**config.mk**
```make
export PLATFORM = sky130hd
export DESIGN_NAME = cef_top
export DESIGN_NICKNAME = d
export VERILOG_FILES = /design/src/inc/cef_pkg.sv /design/src/design/cef_flag_bank.sv /design/src/design/cef_sync_edge.sv /design/src/design/cef_top.sv
export SDC_FILE = /design/constraint.sdc
export NUM_CORES = 1
export LEC_CHECK = 0
export BUFFER_PORTS_ARGS = -buffer_cell sky130_fd_sc_hd__buf_2
export CORE_MARGIN = 2
export CORE_UTILIZATION = 49
export CTS_BUF_LIST = sky130_fd_sc_hd__clkbuf_4 sky130_fd_sc_hd__clkbuf_8 sky130_fd_sc_hd__clkbuf_16
export CTS_CLUSTER_SIZE = 14
export DETAILED_ROUTE_END_ITERATION = 8
export PLACE_DENSITY_LB_ADDON = 0.2
export SLEW_MARGIN = 20
export SYNTH_ARGS = -nofsm -noshare
export SYNTH_HDL_FRONTEND = slang
export SYNTH_SLANG_ARGS = --single-unit
```
**constraint.sdc**
```tcl
create_clock -name i_core_clk -period 3.9 [get_ports i_core_clk]
set_input_delay 0.39 -clock i_core_clk [delete_from_list [all_inputs] [get_ports i_core_clk]]
set_output_delay 0.39 -clock i_core_clk [all_outputs]
set_load 0.02 [all_outputs]
```
**src/inc/cef_pkg.sv**
```systemverilog
// constants and register map of the comparator edge interrupt flags block
// assumes a 32-bit AXI4-Lite master and a single 10 MHz core clock
// Summary of operation
// each of the eight voltage comparator flags sets on a rising or falling edge of its output.
// group one raises the interrupt while a flag and its matching enable are both one.
// writing zero to a group one flag clears it.
// writing one to a group one flag leaves it unchanged; only hardware sets flags.
// group one flag bit 7 serves comparator 8 down to bit 0 for comparator 1.
// group one enable bits sit at the same positions as their flags.
// group two bits 5, 4 and 3 set on any edge of presence comparators 4, 3 and 2.
// group two bits 2, 1 and 0 set on any change of monitor VALID 3, 2 and 1.
// group two raises the interrupt while a flag and its enable are both one.
// group two flags clear on a written zero and ignore a written one.
// the two top bits of the group two flag register are unused and ignore writes.
// software should read a flag before writing zero to clear it.
// group two enable bits 5 to 3 gate presence flags, bits 2 to 0 gate VALID flags.
// inputs pass two flip-flops before edge detection and a set beats a same-cycle clear.
// all enabled pending requests of both groups OR into one level interrupt line.
package cef_pkg;
  localparam int          ADDR_W        = 12;
  localparam int          G1_W          = 8;
  localparam int          G2_W          = 6;
  // register indices; byte address is four times the index
  localparam logic [9:0]  IDX_FLAGS1    = 10'h053;
  localparam logic [9:0]  IDX_EN1       = 10'h054;
  localparam logic [9:0]  IDX_FLAGS2    = 10'h055;
  localparam logic [9:0]  IDX_EN2       = 10'h056;
  localparam logic [11:0] ADDR_FLAGS1   = {IDX_FLAGS1, 2'h0};
  localparam logic [11:0] ADDR_EN1      = {IDX_EN1, 2'h0};
  localparam logic [11:0] ADDR_FLAGS2   = {IDX_FLAGS2, 2'h0};
  localparam logic [11:0] ADDR_EN2      = {IDX_EN2, 2'h0};
  localparam logic [7:0]  RST_FLAGS1    = 8'h00;
  localparam logic [7:0]  RST_EN1       = 8'h00;
  localparam logic [5:0]  RST_FLAGS2    = 6'h00;
  localparam logic [5:0]  RST_EN2       = 6'h00;
  localparam logic [1:0]  RESP_OKAY     = 2'h0;
  localparam logic [1:0]  RESP_SLVERR   = 2'h2;
endpackage : cef_pkg
```
**src/design/cef_flag_bank.sv**
```systemverilog
// sticky edge flags, cleared by a written zero, written one ignored
// assumes a one-cycle write strobe from the register slave
`timescale 1ns/1ps
module cef_flag_bank
  import cef_pkg::*;
#(
  parameter int W = 8
) (
  input  wire logic         i_core_clk,
  input  wire logic         i_reset,
  input  wire logic [W-1:0] i_set,
  input  wire logic         i_wr,
  input  wire logic [W-1:0] i_wdata,
  output logic      [W-1:0] o_flags
);
  typedef struct packed {
    logic [W-1:0] flags;
  } cef_bank_s;

  cef_bank_s st;
  cef_bank_s next_st;
  logic [W-1:0] clr;

  always_comb begin
    next_st = st;
    clr     = i_wr ? ~i_wdata : '0;
    // set applied after clear so a coincident edge is never lost
    next_st.flags = (st.flags & ~clr) | i_set;
  end

  always_ff @(posedge i_core_clk or posedge i_reset) begin
    if (i_reset) begin
      st <= '0;
    end else begin
      st <= next_st;
    end
  end

  assign o_flags = st.flags;

  a_set_wins : assert property (@(posedge i_core_clk) disable iff (i_reset)
    (|i_set) |=> ((st.flags & $past(i_set)) == $past(i_set)))
    else $error("edge lost at flag");
  a_zero_clears : assert property (@(posedge i_core_clk) disable iff (i_reset)
    i_wr |=> ((st.flags & ~$past(i_set) & ~$past(i_wdata)) == '0))
    else $error("written zero did not clear flag");
  a_one_keeps : assert property (@(posedge i_core_clk) disable iff (i_reset)
    i_wr |=> ((st.flags & $past(st.flags) & $past(i_wdata))
              == ($past(st.flags) & $past(i_wdata))))
    else $error("written one changed flag");
  a_no_soft_set : assert property (@(posedge i_core_clk) disable iff (i_reset)
    1'b1 |=> ((st.flags & ~$past(st.flags) & ~$past(i_set)) == '0))
    else $error("flag set without edge");
endmodule : cef_flag_bank

```
**src/design/cef_sync_edge.sv**
```systemverilog
// two-stage synchroniser with any-edge detection on a vector
// assumes inputs are asynchronous levels from analog comparators
`timescale 1ns/1ps
module cef_sync_edge
  import cef_pkg::*;
#(
  parameter int W = 8
) (
  input  wire logic         i_core_clk,
  input  wire logic         i_reset,
  input  wire logic [W-1:0] i_raw,
  output logic      [W-1:0] o_edge
);
  typedef struct packed {
    logic [W-1:0] s1;
    logic [W-1:0] s2;
    logic [W-1:0] s3;
    logic [2:0]   primed;
  } cef_sync_s;

  cef_sync_s st;
  cef_sync_s next_st;

  always_comb begin
    next_st        = st;
    next_st.s1     = i_raw;
    next_st.s2     = st.s1;
    next_st.s3     = st.s2;
    // a level that stands at release must reach s3 before any compare
    next_st.primed = {st.primed[1:0], 1'b1};
  end

  always_ff @(posedge i_core_clk or posedge i_reset) begin
    if (i_reset) begin
      st <= '0;
    end else begin
      st <= next_st;
    end
  end

  // no edge until the history holds a real sample, so reset is not an edge
  assign o_edge = st.primed[2] ? (st.s2 ^ st.s3) : '0;

  a_edge_timing : assert property (@(posedge i_core_clk) disable iff (i_reset)
    st.primed[2] |-> (o_edge == ($past(i_raw, 2) ^ $past(i_raw, 3))))
    else $error("edge not seen three cycles after input change");
endmodule : cef_sync_edge

```
**src/design/cef_top.sv**
```systemverilog
// comparator edge interrupt flags with AXI4-Lite register access
// assumes one core clock, asynchronous active-high reset, 32-bit bus data
`timescale 1ns/1ps
module cef_top
  import cef_pkg::*;
(
  input  wire logic              i_core_clk,
  input  wire logic              i_reset,
  input  wire logic [ADDR_W-1:0] i_s_axi_awaddr,
  input  wire logic              i_s_axi_awvalid,
  output logic                   o_s_axi_awready,
  input  wire logic [31:0]       i_s_axi_wdata,
  input  wire logic [3:0]        i_s_axi_wstrb,
  input  wire logic              i_s_axi_wvalid,
  output logic                   o_s_axi_wready,
  output logic [1:0]             o_s_axi_bresp,
  output logic                   o_s_axi_bvalid,
  input  wire logic              i_s_axi_bready,
  input  wire logic [ADDR_W-1:0] i_s_axi_araddr,
  input  wire logic              i_s_axi_arvalid,
  output logic                   o_s_axi_arready,
  output logic [31:0]            o_s_axi_rdata,
  output logic [1:0]             o_s_axi_rresp,
  output logic                   o_s_axi_rvalid,
  input  wire logic              i_s_axi_rready,
  input  wire logic [G1_W-1:0]   i_vcmp_out,
  input  wire logic [2:0]        i_presence_cmp,
  input  wire logic [2:0]        i_monitor_valid,
  output logic                   o_irq
);
  typedef struct packed {
    logic              aw_held;
    logic [ADDR_W-1:0] aw_addr;
    logic              w_held;
    logic [7:0]        w_data;
    logic              w_lane0;
    logic              awready;
    logic              wready;
    logic              bvalid;
    logic [1:0]        bresp;
    logic              arready;
    logic              rvalid;
    logic [1:0]        rresp;
    logic [31:0]       rdata;
    logic [G1_W-1:0]   en1;
    logic [G2_W-1:0]   en2;
    logic              irq;
  } cef_top_s;

  cef_top_s st;
  cef_top_s next_st;

  logic [G1_W-1:0] edge1;
  logic [G2_W-1:0] edge2;
  logic [G1_W-1:0] flags1;
  logic [G2_W-1:0] flags2;
  logic            wr_fire;
  logic            wr_lane;
  logic            wr_flags1;
  logic            wr_flags2;

  // bit n-1 carries comparator n, so the vector maps straight across
  cef_sync_edge #(.W(G1_W)) u_sync1 (
    .i_core_clk (i_core_clk),
    .i_reset    (i_reset),
    .i_raw      (i_vcmp_out),
    .o_edge     (edge1)
  );

  // presence comparators 4..2 on bits 5..3, monitor VALID 3..1 on bits 2..0
  cef_sync_edge #(.W(G2_W)) u_sync2 (
    .i_core_clk (i_core_clk),
    .i_reset    (i_reset),
    .i_raw      ({i_presence_cmp, i_monitor_valid}),
    .o_edge     (edge2)
  );

  cef_flag_bank #(.W(G1_W)) u_flags1 (
    .i_core_clk (i_core_clk),
    .i_reset    (i_reset),
    .i_set      (edge1),
    .i_wr       (wr_flags1),
    .i_wdata    (st.w_data),
    .o_flags    (flags1)
  );

  cef_flag_bank #(.W(G2_W)) u_flags2 (
    .i_core_clk (i_core_clk),
    .i_reset    (i_reset),
    .i_set      (edge2),
    .i_wr       (wr_flags2),
    .i_wdata    (st.w_data[G2_W-1:0]),
    .o_flags    (flags2)
  );

  // write happens once both address and data are held and no response waits
  assign wr_fire   = st.aw_held && st.w_held && !st.bvalid;
  assign wr_lane   = wr_fire && st.w_lane0;
  assign wr_flags1 = wr_lane && (st.aw_addr == ADDR_FLAGS1);
  assign wr_flags2 = wr_lane && (st.aw_addr == ADDR_FLAGS2);

  always_comb begin
    next_st = st;
    if (i_s_axi_awvalid && st.awready) begin
      next_st.aw_held = 1'b1;
      next_st.aw_addr = i_s_axi_awaddr;
    end
    if (i_s_axi_wvalid && st.wready) begin
      next_st.w_held  = 1'b1;
      next_st.w_data  = i_s_axi_wdata[7:0];
      next_st.w_lane0 = i_s_axi_wstrb[0];
    end
    if (wr_fire) begin
      next_st.aw_held = 1'b0;
      next_st.w_held  = 1'b0;
      next_st.bvalid  = 1'b1;
      next_st.bresp   = RESP_OKAY;
      case (st.aw_addr)
        ADDR_FLAGS1, ADDR_FLAGS2: begin
          next_st.bresp = RESP_OKAY;
        end
        ADDR_EN1: begin
          if (st.w_lane0) begin
            next_st.en1 = st.w_data;
          end
        end
        ADDR_EN2: begin
          if (st.w_lane0) begin
            next_st.en2 = st.w_data[G2_W-1:0];
          end
        end
        default: begin
          next_st.bresp = RESP_SLVERR;
        end
      endcase
    end else if (st.bvalid && i_s_axi_bready) begin
      next_st.bvalid = 1'b0;
    end
    if (i_s_axi_arvalid && st.arready) begin
      next_st.rvalid = 1'b1;
      next_st.rresp  = RESP_OKAY;
      next_st.rdata  = 32'h0000_0000;
      case (i_s_axi_araddr)
        ADDR_FLAGS1: begin
          next_st.rdata[G1_W-1:0] = flags1;
        end
        ADDR_EN1: begin
          next_st.rdata[G1_W-1:0] = st.en1;
        end
        ADDR_FLAGS2: begin
          next_st.rdata[G2_W-1:0] = flags2;
        end
        ADDR_EN2: begin
          next_st.rdata[G2_W-1:0] = st.en2;
        end
        default: begin
          next_st.rresp = RESP_SLVERR;
        end
      endcase
    end else if (st.rvalid && i_s_axi_rready) begin
      next_st.rvalid = 1'b0;
    end
    // ready flops follow the hold state so outputs stay registered
    next_st.awready = !next_st.aw_held && !next_st.bvalid;
    next_st.wready  = !next_st.w_held && !next_st.bvalid;
    next_st.arready = !next_st.rvalid;
    // one cycle of latency buys a glitch-free registered interrupt
    next_st.irq = (|(flags1 & st.en1))
                | (|(flags2 & st.en2));
  end

  always_ff @(posedge i_core_clk or posedge i_reset) begin
    if (i_reset) begin
      st         <= '0;
      st.awready <= 1'b1;
      st.wready  <= 1'b1;
      st.arready <= 1'b1;
      st.en1     <= RST_EN1;
      st.en2     <= RST_EN2;
    end else begin
      st <= next_st;
    end
  end

  assign o_s_axi_awready = st.awready;
  assign o_s_axi_wready  = st.wready;
  assign o_s_axi_bresp   = st.bresp;
  assign o_s_axi_bvalid  = st.bvalid;
  assign o_s_axi_arready = st.arready;
  assign o_s_axi_rdata   = st.rdata;
  assign o_s_axi_rresp   = st.rresp;
  assign o_s_axi_rvalid  = st.rvalid;
  assign o_irq           = st.irq;

  a_irq_group1 : assert property (@(posedge i_core_clk) disable iff (i_reset)
    (|(flags1 & st.en1)) |=> o_irq)
    else $error("group one request without interrupt");
  a_irq_group2 : assert property (@(posedge i_core_clk) disable iff (i_reset)
    (|(flags2 & st.en2)) |=> o_irq)
    else $error("group two request without interrupt");
  a_irq_quiet : assert property (@(posedge i_core_clk) disable iff (i_reset)
    !((|(flags1 & st.en1)) || (|(flags2 & st.en2))) |=> !o_irq)
    else $error("interrupt without enabled request");
  a_vcmp_to_flag : assert property (@(posedge i_core_clk) disable iff (i_reset)
    (i_vcmp_out[7] != $past(i_vcmp_out[7])) && $past(!i_reset, 4)
      |-> ##3 flags1[7])
    else $error("comparator 8 edge did not set bit 7");
  a_presence_map : assert property (@(posedge i_core_clk) disable iff (i_reset)
    edge2[5] |=> flags2[5])
    else $error("presence comparator 4 not on bit 5");
  a_valid_map : assert property (@(posedge i_core_clk) disable iff (i_reset)
    $past(edge2[0]) && !$past(edge2[5:1] != 5'h00) |-> flags2[0])
    else $error("monitor 1 VALID change not on bit 0");
  a_top_bits_zero : assert property (@(posedge i_core_clk) disable iff (i_reset)
    (i_s_axi_arvalid && st.arready && (i_s_axi_araddr == ADDR_FLAGS2))
      |=> (o_s_axi_rdata[7:6] == 2'h0))
    else $error("unused group two bits read nonzero");
  a_en1_write : assert property (@(posedge i_core_clk) disable iff (i_reset)
    (wr_lane && (st.aw_addr == ADDR_EN1)) |=> (st.en1 == $past(st.w_data)))
    else $error("enable one write lost");
  a_en2_write : assert property (@(posedge i_core_clk) disable iff (i_reset)
    (wr_lane && (st.aw_addr == ADDR_EN2)) |=> (st.en2 == $past(st.w_data[G2_W-1:0])))
    else $error("enable two write lost");
  a_bresp_hold : assert property (@(posedge i_core_clk) disable iff (i_reset)
    (o_s_axi_bvalid && !i_s_axi_bready) |=> (o_s_axi_bvalid && $stable(o_s_axi_bresp)))
    else $error("write response dropped before taken");
endmodule : cef_top

```
==> impl_summary.log, run 1 <==
[metrics] hold crit path type: input port to register
[metrics] power per standard cell area: 513.6 mW/mm^2
[metrics] WP data arrival: roughly 2300 ps
[metrics] fraction of registers with async set or reset after synthesis: 100.0%
[metrics] RD Place Congestion: approximately 0.77
[metrics] max capacitance violation total: 0
[metrics] required time worst endpoint: approximately 4100 ps
[metrics] Lkg Pwr: 2.302 nW
[metrics] buffer cell driving the clock tree root: clkbuf_8
[metrics] maximum resistive drop on vdd: between 200 and 300 uV
[metrics] category of the worst setup path capture point: register
[metrics] cts bufs inserted: 9
[metrics] Startpoint Class: register
[metrics] average instance area after synthesis: 13.74 um^2
[metrics] pin count of the biggest net entering global routing: 63
[metrics] unrepaired setup endpoints after global routing: false
[metrics] final number of hold-violating endpoints: 0
[metrics] dominant synthesized flop cell: dfrtp_1
[metrics] die span in y: 99.17 um
[metrics] cells after synthesis: 323
[metrics] top cell family by delay on the critical path: simple AND/OR/NAND/NOR gates
[metrics] detailed-placement wirelength estimate: between 5000 and 6000 um
[metrics] Worst Slack Setup Final: 1850 ps
[metrics] highest-count cells in the layout ignoring fill and taps: 109 x dfrtp_1, 69 x buf_2, 36 x nand2_1, 35 x mux2_2, 27 x conb_1
[metrics] minimum clock period after layout: roughly 2000 ps
[metrics] first drt pass iteration count: 4
[metrics] vias in the first global route: 2470
[metrics] final worst clock skew: 12.87 ps
[metrics] first-pass GRT wire length: 12120 um
[metrics] number of flops mapped to enable cells by yosys: 0
[metrics] DIE AREA: 0.009835 mm^2
[metrics] share of synthesized area occupied by flip-flops and latches: 63.24%
[metrics] number of synthesis warnings: 0
[metrics] distinct cell type count after synthesis: 37
[metrics] outcome: finished clean
[metrics] cell with the biggest individual delay on the critical path: dfrtp_1
[metrics] Via Count: roughly 2600
[metrics] post-route clock period utilization: 52.56%
[metrics] number of nets in the layout: 470
[metrics] detail-routed via count per cell: 5.080
[metrics] Tot GR Track Use: ~16%
[metrics] antenna violations before repair: 0
[metrics] final standard cell count with taps included and fillers excluded: approximately 500
[metrics] hold buffers post-CTS: 0
[metrics] overall power of the completed layout: 2.528 mW
[metrics] Horiz. Die Dim: 99.17 um
[metrics] fraction of layout instances using a drive strength above 1: between 30% and 40%
[metrics] Max-Slew Margin vs Limit: 38.72%
[metrics] final-report max-slew violation count: 0
[metrics] total instance count after detailed placement: around 500
[metrics] total clock sinks: approximately 110
[metrics] total setup buffers inserted after CTS: 0
[metrics] final standard cell utilization of the core: 56.17%
[metrics] CTS max path bufs: 2
[metrics] number of H-tree branching levels: 3
[metrics] Antenna diodes: 0
[metrics] CTS tree: yes
[metrics] Critical path buffers and inverters: 0
[metrics] type of the worst setup path: register to register
[metrics] iteration-0 DRC count of the detailed router: 80
[metrics] cells along the critical path: nor4b_4, nand4_2, nor2_2, mux2_2
[metrics] standard cell core area: between 0.008 and 0.009 mm^2
[metrics] Final ANT Viol Nets: 0
[metrics] initial core utilization: 50.64%
[metrics] most common cell after layout, fill and taps aside: dfrtp_1
[metrics] Placement Rows: 34
[metrics] Worst Setup Slack post-DPL: 1843 ps
[metrics] wire length per cell after detailed routing: 14.79 um
[metrics] Syn-to-layout area delta: 10.91%
[metrics] number of resized instances in the post-cts repair step: 0
[metrics] Fmax achieved: 0.4879 GHz
[metrics] maximum single-stage delay on the critical path: around 420 ps
[metrics] Worst Max-Slew Pin Slew: 906.9 ps
[metrics] aggregate routed wire length: 7424 um
[metrics] largest fanout of any net on the critical path: 8
[metrics] post-route DRC violation count: 0
[metrics] count of buffers inserted at the top-level ports: about 70
[metrics] I/O Pins: about 120
[metrics] gr ovfl total: 0
[metrics] total negative slack: 0 ps
[metrics] clock slew at reported path FFs: 100 ps
[metrics] netlist area before placement: 0.004438 mm^2
[metrics] clock latency on the worst-skew pair: 360 ps
[metrics] register bit total from synthesis: around 110
[metrics] number of endpoints failing setup at the final stage: 0
cell usage after synthesis (2+ instances only):
| cell type | instances | area, um^2 |
|---|---|---|
| a222oi_1 | 6 | 60.06 |
| o21ai_0 | 3 | 15.01 |
| nor3b_1 | 2 | 15.01 |
| a22o_1 | 13 | 113.9 |
| buf_4 | 36 | 270.3 |
| clkbuf_1 | 5 | 18.77 |
| a21oi_1 | 4 | 20.02 |
| nor4b_1 | 3 | 26.28 |
| nor2_1 | 5 | 18.77 |
| or3b_1 | 6 | 52.55 |
| dfstp_2 | 3 | 78.83 |
| conb_1 | 2 | 7.510 |
| a221oi_1 | 2 | 17.52 |
| nand4_1 | 2 | 12.51 |
| nand2_1 | 36 | 135.1 |
| xor2_1 | 15 | 131.4 |
| nor4bb_1 | 3 | 30.03 |
| inv_1 | 3 | 11.26 |
| o31ai_1 | 8 | 60.06 |
| a22oi_1 | 6 | 45.04 |
| mux2_2 | 35 | 394.1 |
| dfrtp_1 | 109 | 2728 |
| nor2b_1 | 2 | 12.51 |
sequential cells by signal, summed over array words and instances (netlist names):
name              flops
o_s_axi_bvalid        1
o_s_axi_wready        1
o_s_axi_awready       1
o_s_axi_rdata         8
o_s_axi_bresp         1
u_sync1.next_st      16
u_sync1.st            9
o_irq                 1
o_s_axi_arready       1
u_flags1.o_flags      8
o_s_axi_rvalid        1
u_sync2.next_st      14
st                   37
u_sync2.st            6
u_flags2.o_flags      6
o_s_axi_rresp         1
logic make-up after synthesis:
kind of cell	share of synthesized area, %
AO/OA/AOI/OAI	7.471
XOR/XNOR	3.158
buffers and inverters	6.766
flip-flops	63.24
multiplexers	8.881
other	0.1692
AND/OR/NAND/NOR	10.32
metrics by stage:
stage	hold WS, ps	area [um^2]
floorplan	331.2	4532
global placement	331.5	4741
detailed placement	334.7	4741
CTS	112.0	4916
global route	104.4	4922
finish	128.3	4922
layer usage:
metal / vias up / GRT usage, % / share of wire [%]
li1: 1212 / - / -
met1: 1251 / 23.38 / 47
met2: 79 / 22.61 / 46
met3: 8 / 3.092 / 5.3
met4: 0 / 6.639 / 1.3
met5: - / 0 / 0
worst paths after layout:
kind                                               startpoint                             to  slack, ps  depth (start not counted)
worst min register to register  u_sync2.next_st[13]$_DFF_PP0_   u_sync2.next_st[7]$_DFF_PP0_        350                          0
min in group asynchronous                             i_reset             st[71]$_DFFE_PP0P_        150                          2
max in group asynchronous                             i_reset      o_s_axi_arready$_DFF_PP1_       2890                          3
worst max register to register             st[75]$_DFFE_PP0P_             st[10]$_DFFE_PP0P_       1850                          4
worst max-delay path                       st[75]$_DFFE_PP0P_             st[10]$_DFFE_PP0P_       1850                          4
worst min-delay path                       i_monitor_valid[1]  u_sync2.next_st[10]$_DFF_PP0_        130                          1
final cells by class:
type	count	area [um^2]
sequential	112	2806
fill	776	3841
tap	108	135.1
timing repair buffer	71	360.3
clock inverter	6	43.79
inverter	3	13.76
clock buffer	10	131.4
multi-input combinational	192	1431
where the power goes:
| part | switching (mW) | internal [mW] | total (mW) |
|---|---|---|---|
| registers | 0.157 | 1.34 | 1.49 |
| logic | 0.211 | 0.214 | 0.424 |
| clock network | 0.369 | 0.242 | 0.612 |
No activity file was read; power rests on OpenSTA's default activity.
==> run 2: changes to the inputs <==
CORE_UTILIZATION = 47   (was 49)
clock period = 1.8 ns   (was 3.9 ns; I/O delays follow)
==> run 2 against run 1 <==
The run now ends with negative setup slack left. First-iteration DRC count is 6.3% higher. Final area increased by 8.1%. Core utilization grew 1.7 points. Clock skew down 1.1 ps. Global-route usage is 0.27 points higher. Sequential share of layout area down 4.3 points. Critical endpoint is now u_flags2.o_flags[4]$_DFF_PP0_. Critical path depth up 1.
==> impl_summary.log, run 2 (synthesized netlist as in run 1, its figures left out) <==
[metrics] aggregate routed wire length: around 7800 um
[metrics] RD Place Congestion: 0.7895
[metrics] detail-routed via count per cell: between 5 and 6
[metrics] post-route clock period utilization: 101.1%
[metrics] total clock sinks: 112
[metrics] number of endpoints failing setup at the final stage: 3
[metrics] Placement Rows: 35
[metrics] die span in y: 101.2 um
[metrics] first-pass GRT wire length: 12650 um
[metrics] Syn-to-layout area delta: 19.88%
[metrics] failing checks: negative setup slack
[metrics] gr ovfl total: 0
[metrics] number of filler cells placed in the layout: 773
[metrics] type of the worst setup path: register to register
[metrics] final number of hold-violating endpoints: 0
[metrics] number of nets in the layout: between 400 and 500
[metrics] number of H-tree branching levels: 3
[metrics] multi-input combinational cell area: 0.001483 mm^2
[metrics] footprint of the flip-flops and latches: 0.002806 mm^2
[metrics] overall power of the completed layout: 5.941 mW
[metrics] buffer cell driving the clock tree root: clkbuf_8
[metrics] Tot GR Track Use: 15.94%
[metrics] cell area after layout: 0.005320 mm^2
[metrics] Horiz. Die Dim: about 100 um
[metrics] wire length per cell after detailed routing: 14.62 um
[metrics] first drt pass iteration count: 5
[metrics] antenna violations before repair: 0
[metrics] CTS tree: yes
[metrics] total setup buffers inserted after CTS: 0
[metrics] Antenna diodes: 0
[metrics] fraction of layout instances using a drive strength above 1: 34.99%
[metrics] largest fanout of any net on the critical path: 7
[metrics] category of the worst setup path capture point: register
[metrics] vias in the first global route: 2573
[metrics] Fmax achieved: around 0.55 GHz
[metrics] count of buffers inserted at the top-level ports: 69
[metrics] final worst clock skew: 11.73 ps
[metrics] Startpoint Class: register
[metrics] met3 WL post-DR: 349 um
[metrics] number of flip-flops under the largest register name: 37
[metrics] minimum clock period after layout: 1820 ps
[metrics] pin count of the biggest net entering global routing: 51
[metrics] Worst Slack Setup Final: -19.60 ps
[metrics] wire length on met1: ~3800 um
[metrics] register name with the most flops: st
[metrics] I/O Pins: 123
[metrics] outcome: complete, but fails checks
[metrics] CTS max path bufs: 2
[metrics] iteration-0 DRC count of the detailed router: 85
[metrics] highest-count cells in the layout ignoring fill and taps: 109 x dfrtp_1, 69 x buf_2, 36 x nand2_1, 27 x conb_1, 21 x mux2_2
[metrics] max capacitance violation total: 0
[metrics] Placement Cell Area: a little under 0.005 mm^2
[metrics] required time worst endpoint: between 2000 and 2500 ps
[metrics] maximum resistive drop on vdd: approximately 580 uV
[metrics] cts bufs inserted: 9
[metrics] post-route DRC violation count: 0
[metrics] DIE AREA: 0.01024 mm^2
[metrics] Via Count: 2704
[metrics] power per standard cell area: 1117 mW/mm^2
[metrics] unrepaired setup endpoints after global routing: true
[metrics] Worst Setup Slack post-DPL: -23.05 ps
[metrics] WP data arrival: 2070 ps
[metrics] final-report max-slew violation count: 0
[metrics] clock latency on the worst-skew pair: 360 ps
[metrics] most common cell after layout, fill and taps aside: dfrtp_1
[metrics] final standard cell count with taps included and fillers excluded: 534
[metrics] initial core utilization: around half
[metrics] hold crit path type: input port to register
[metrics] Worst Max-Slew Pin Slew: 900.0 ps
[metrics] detailed-placement wirelength estimate: 5442 um
[metrics] Max-Slew Margin vs Limit: 39.18%
[metrics] sum of met2 wire segment lengths after detailed routing: ~3500 um
[metrics] Lkg Pwr: around 2.5 nW
[metrics] total instance count after detailed placement: 503
[metrics] standard cell core area: 0.009196 mm^2
[metrics] highest metal layer with signal wires: met4
[metrics] Final ANT Viol Nets: 0
[metrics] clock slew at reported path FFs: 110 ps
-- run 2: final timing paths --
check / from / endpoint / slack, ps / depth (start not counted)
worst min register to register: u_sync1.next_st[11]$_DFF_PP0_ / u_sync1.next_st[3]$_DFF_PP0_ / 360 / 0
worst max-delay path: st[75]$_DFFE_PP0P_ / u_flags2.o_flags[4]$_DFF_PP0_ / -20 / 5
min in group asynchronous: i_reset / u_sync1.next_st[16]$_DFF_PP0_ / 410 / 3
max in group asynchronous: i_reset / o_s_axi_wready$_DFF_PP1_ / 720 / 4
worst min-delay path: i_s_axi_rready / o_s_axi_rvalid$_DFF_PP0_ / 30 / 2
worst max register to register: st[75]$_DFFE_PP0P_ / u_flags2.o_flags[4]$_DFF_PP0_ / -20 / 5
-- run 2: worst max-delay path, stage by stage (launching register included) --
cell and delay [ps]:
dfrtp_1 430, nor4b_4 380, nand4_2 140, buf_6 160
or3b_1 380, a22o_1 220
-- run 2: repair_timing --
action	in CTS	in global routing
setup endpoints to repair	15	20
hold endpoints to repair	35	0
resized for setup	2	17
pin swaps	9	2
hold buffers	15	0
-- run 2: power breakdown --
group	total, mW	switching (mW)	leakage (nW)	internal [mW]
Sequential	3.24	0.346	1.31	2.89
Combinational	1.07	0.500	1.06	0.574
Clock	1.63	0.820	0.111	0.808
-- run 2: layer usage --
layer  global-route usage [%]  vias to the layer above
met4                    5.925                        0
met5                        0                        -
met2                    23.64                       86
met1                    23.70                     1334
li1                         -                     1271
met3                    2.899                       13
-- run 2: cell type report --
type / instances / area share (%)
Clock inverter: 6 / 1.693
Clock buffer: 10 / 2.469
Timing Repair Buffer: 100 / 12.32
Tap cell: 111 / 2.611
Inverter: 3 / 0.2822
Multi-Input combinational cell: 192 / 27.87
Sequential cell: 112 / 52.75
-- run 2: through the flow --
stage	util, %	hold slack (ps)	setup TNS, ps
3_3_place_gp	53.02	251.4	-14.82
6_report	57.85	33.14	-53.02
5_1_grt	57.85	24.99	-972.5
3_5_place_dp	53.02	253.4	-62.97
4_1_cts	57.14	19.72	-30.30
2_1_floorplan	-	211.4	0
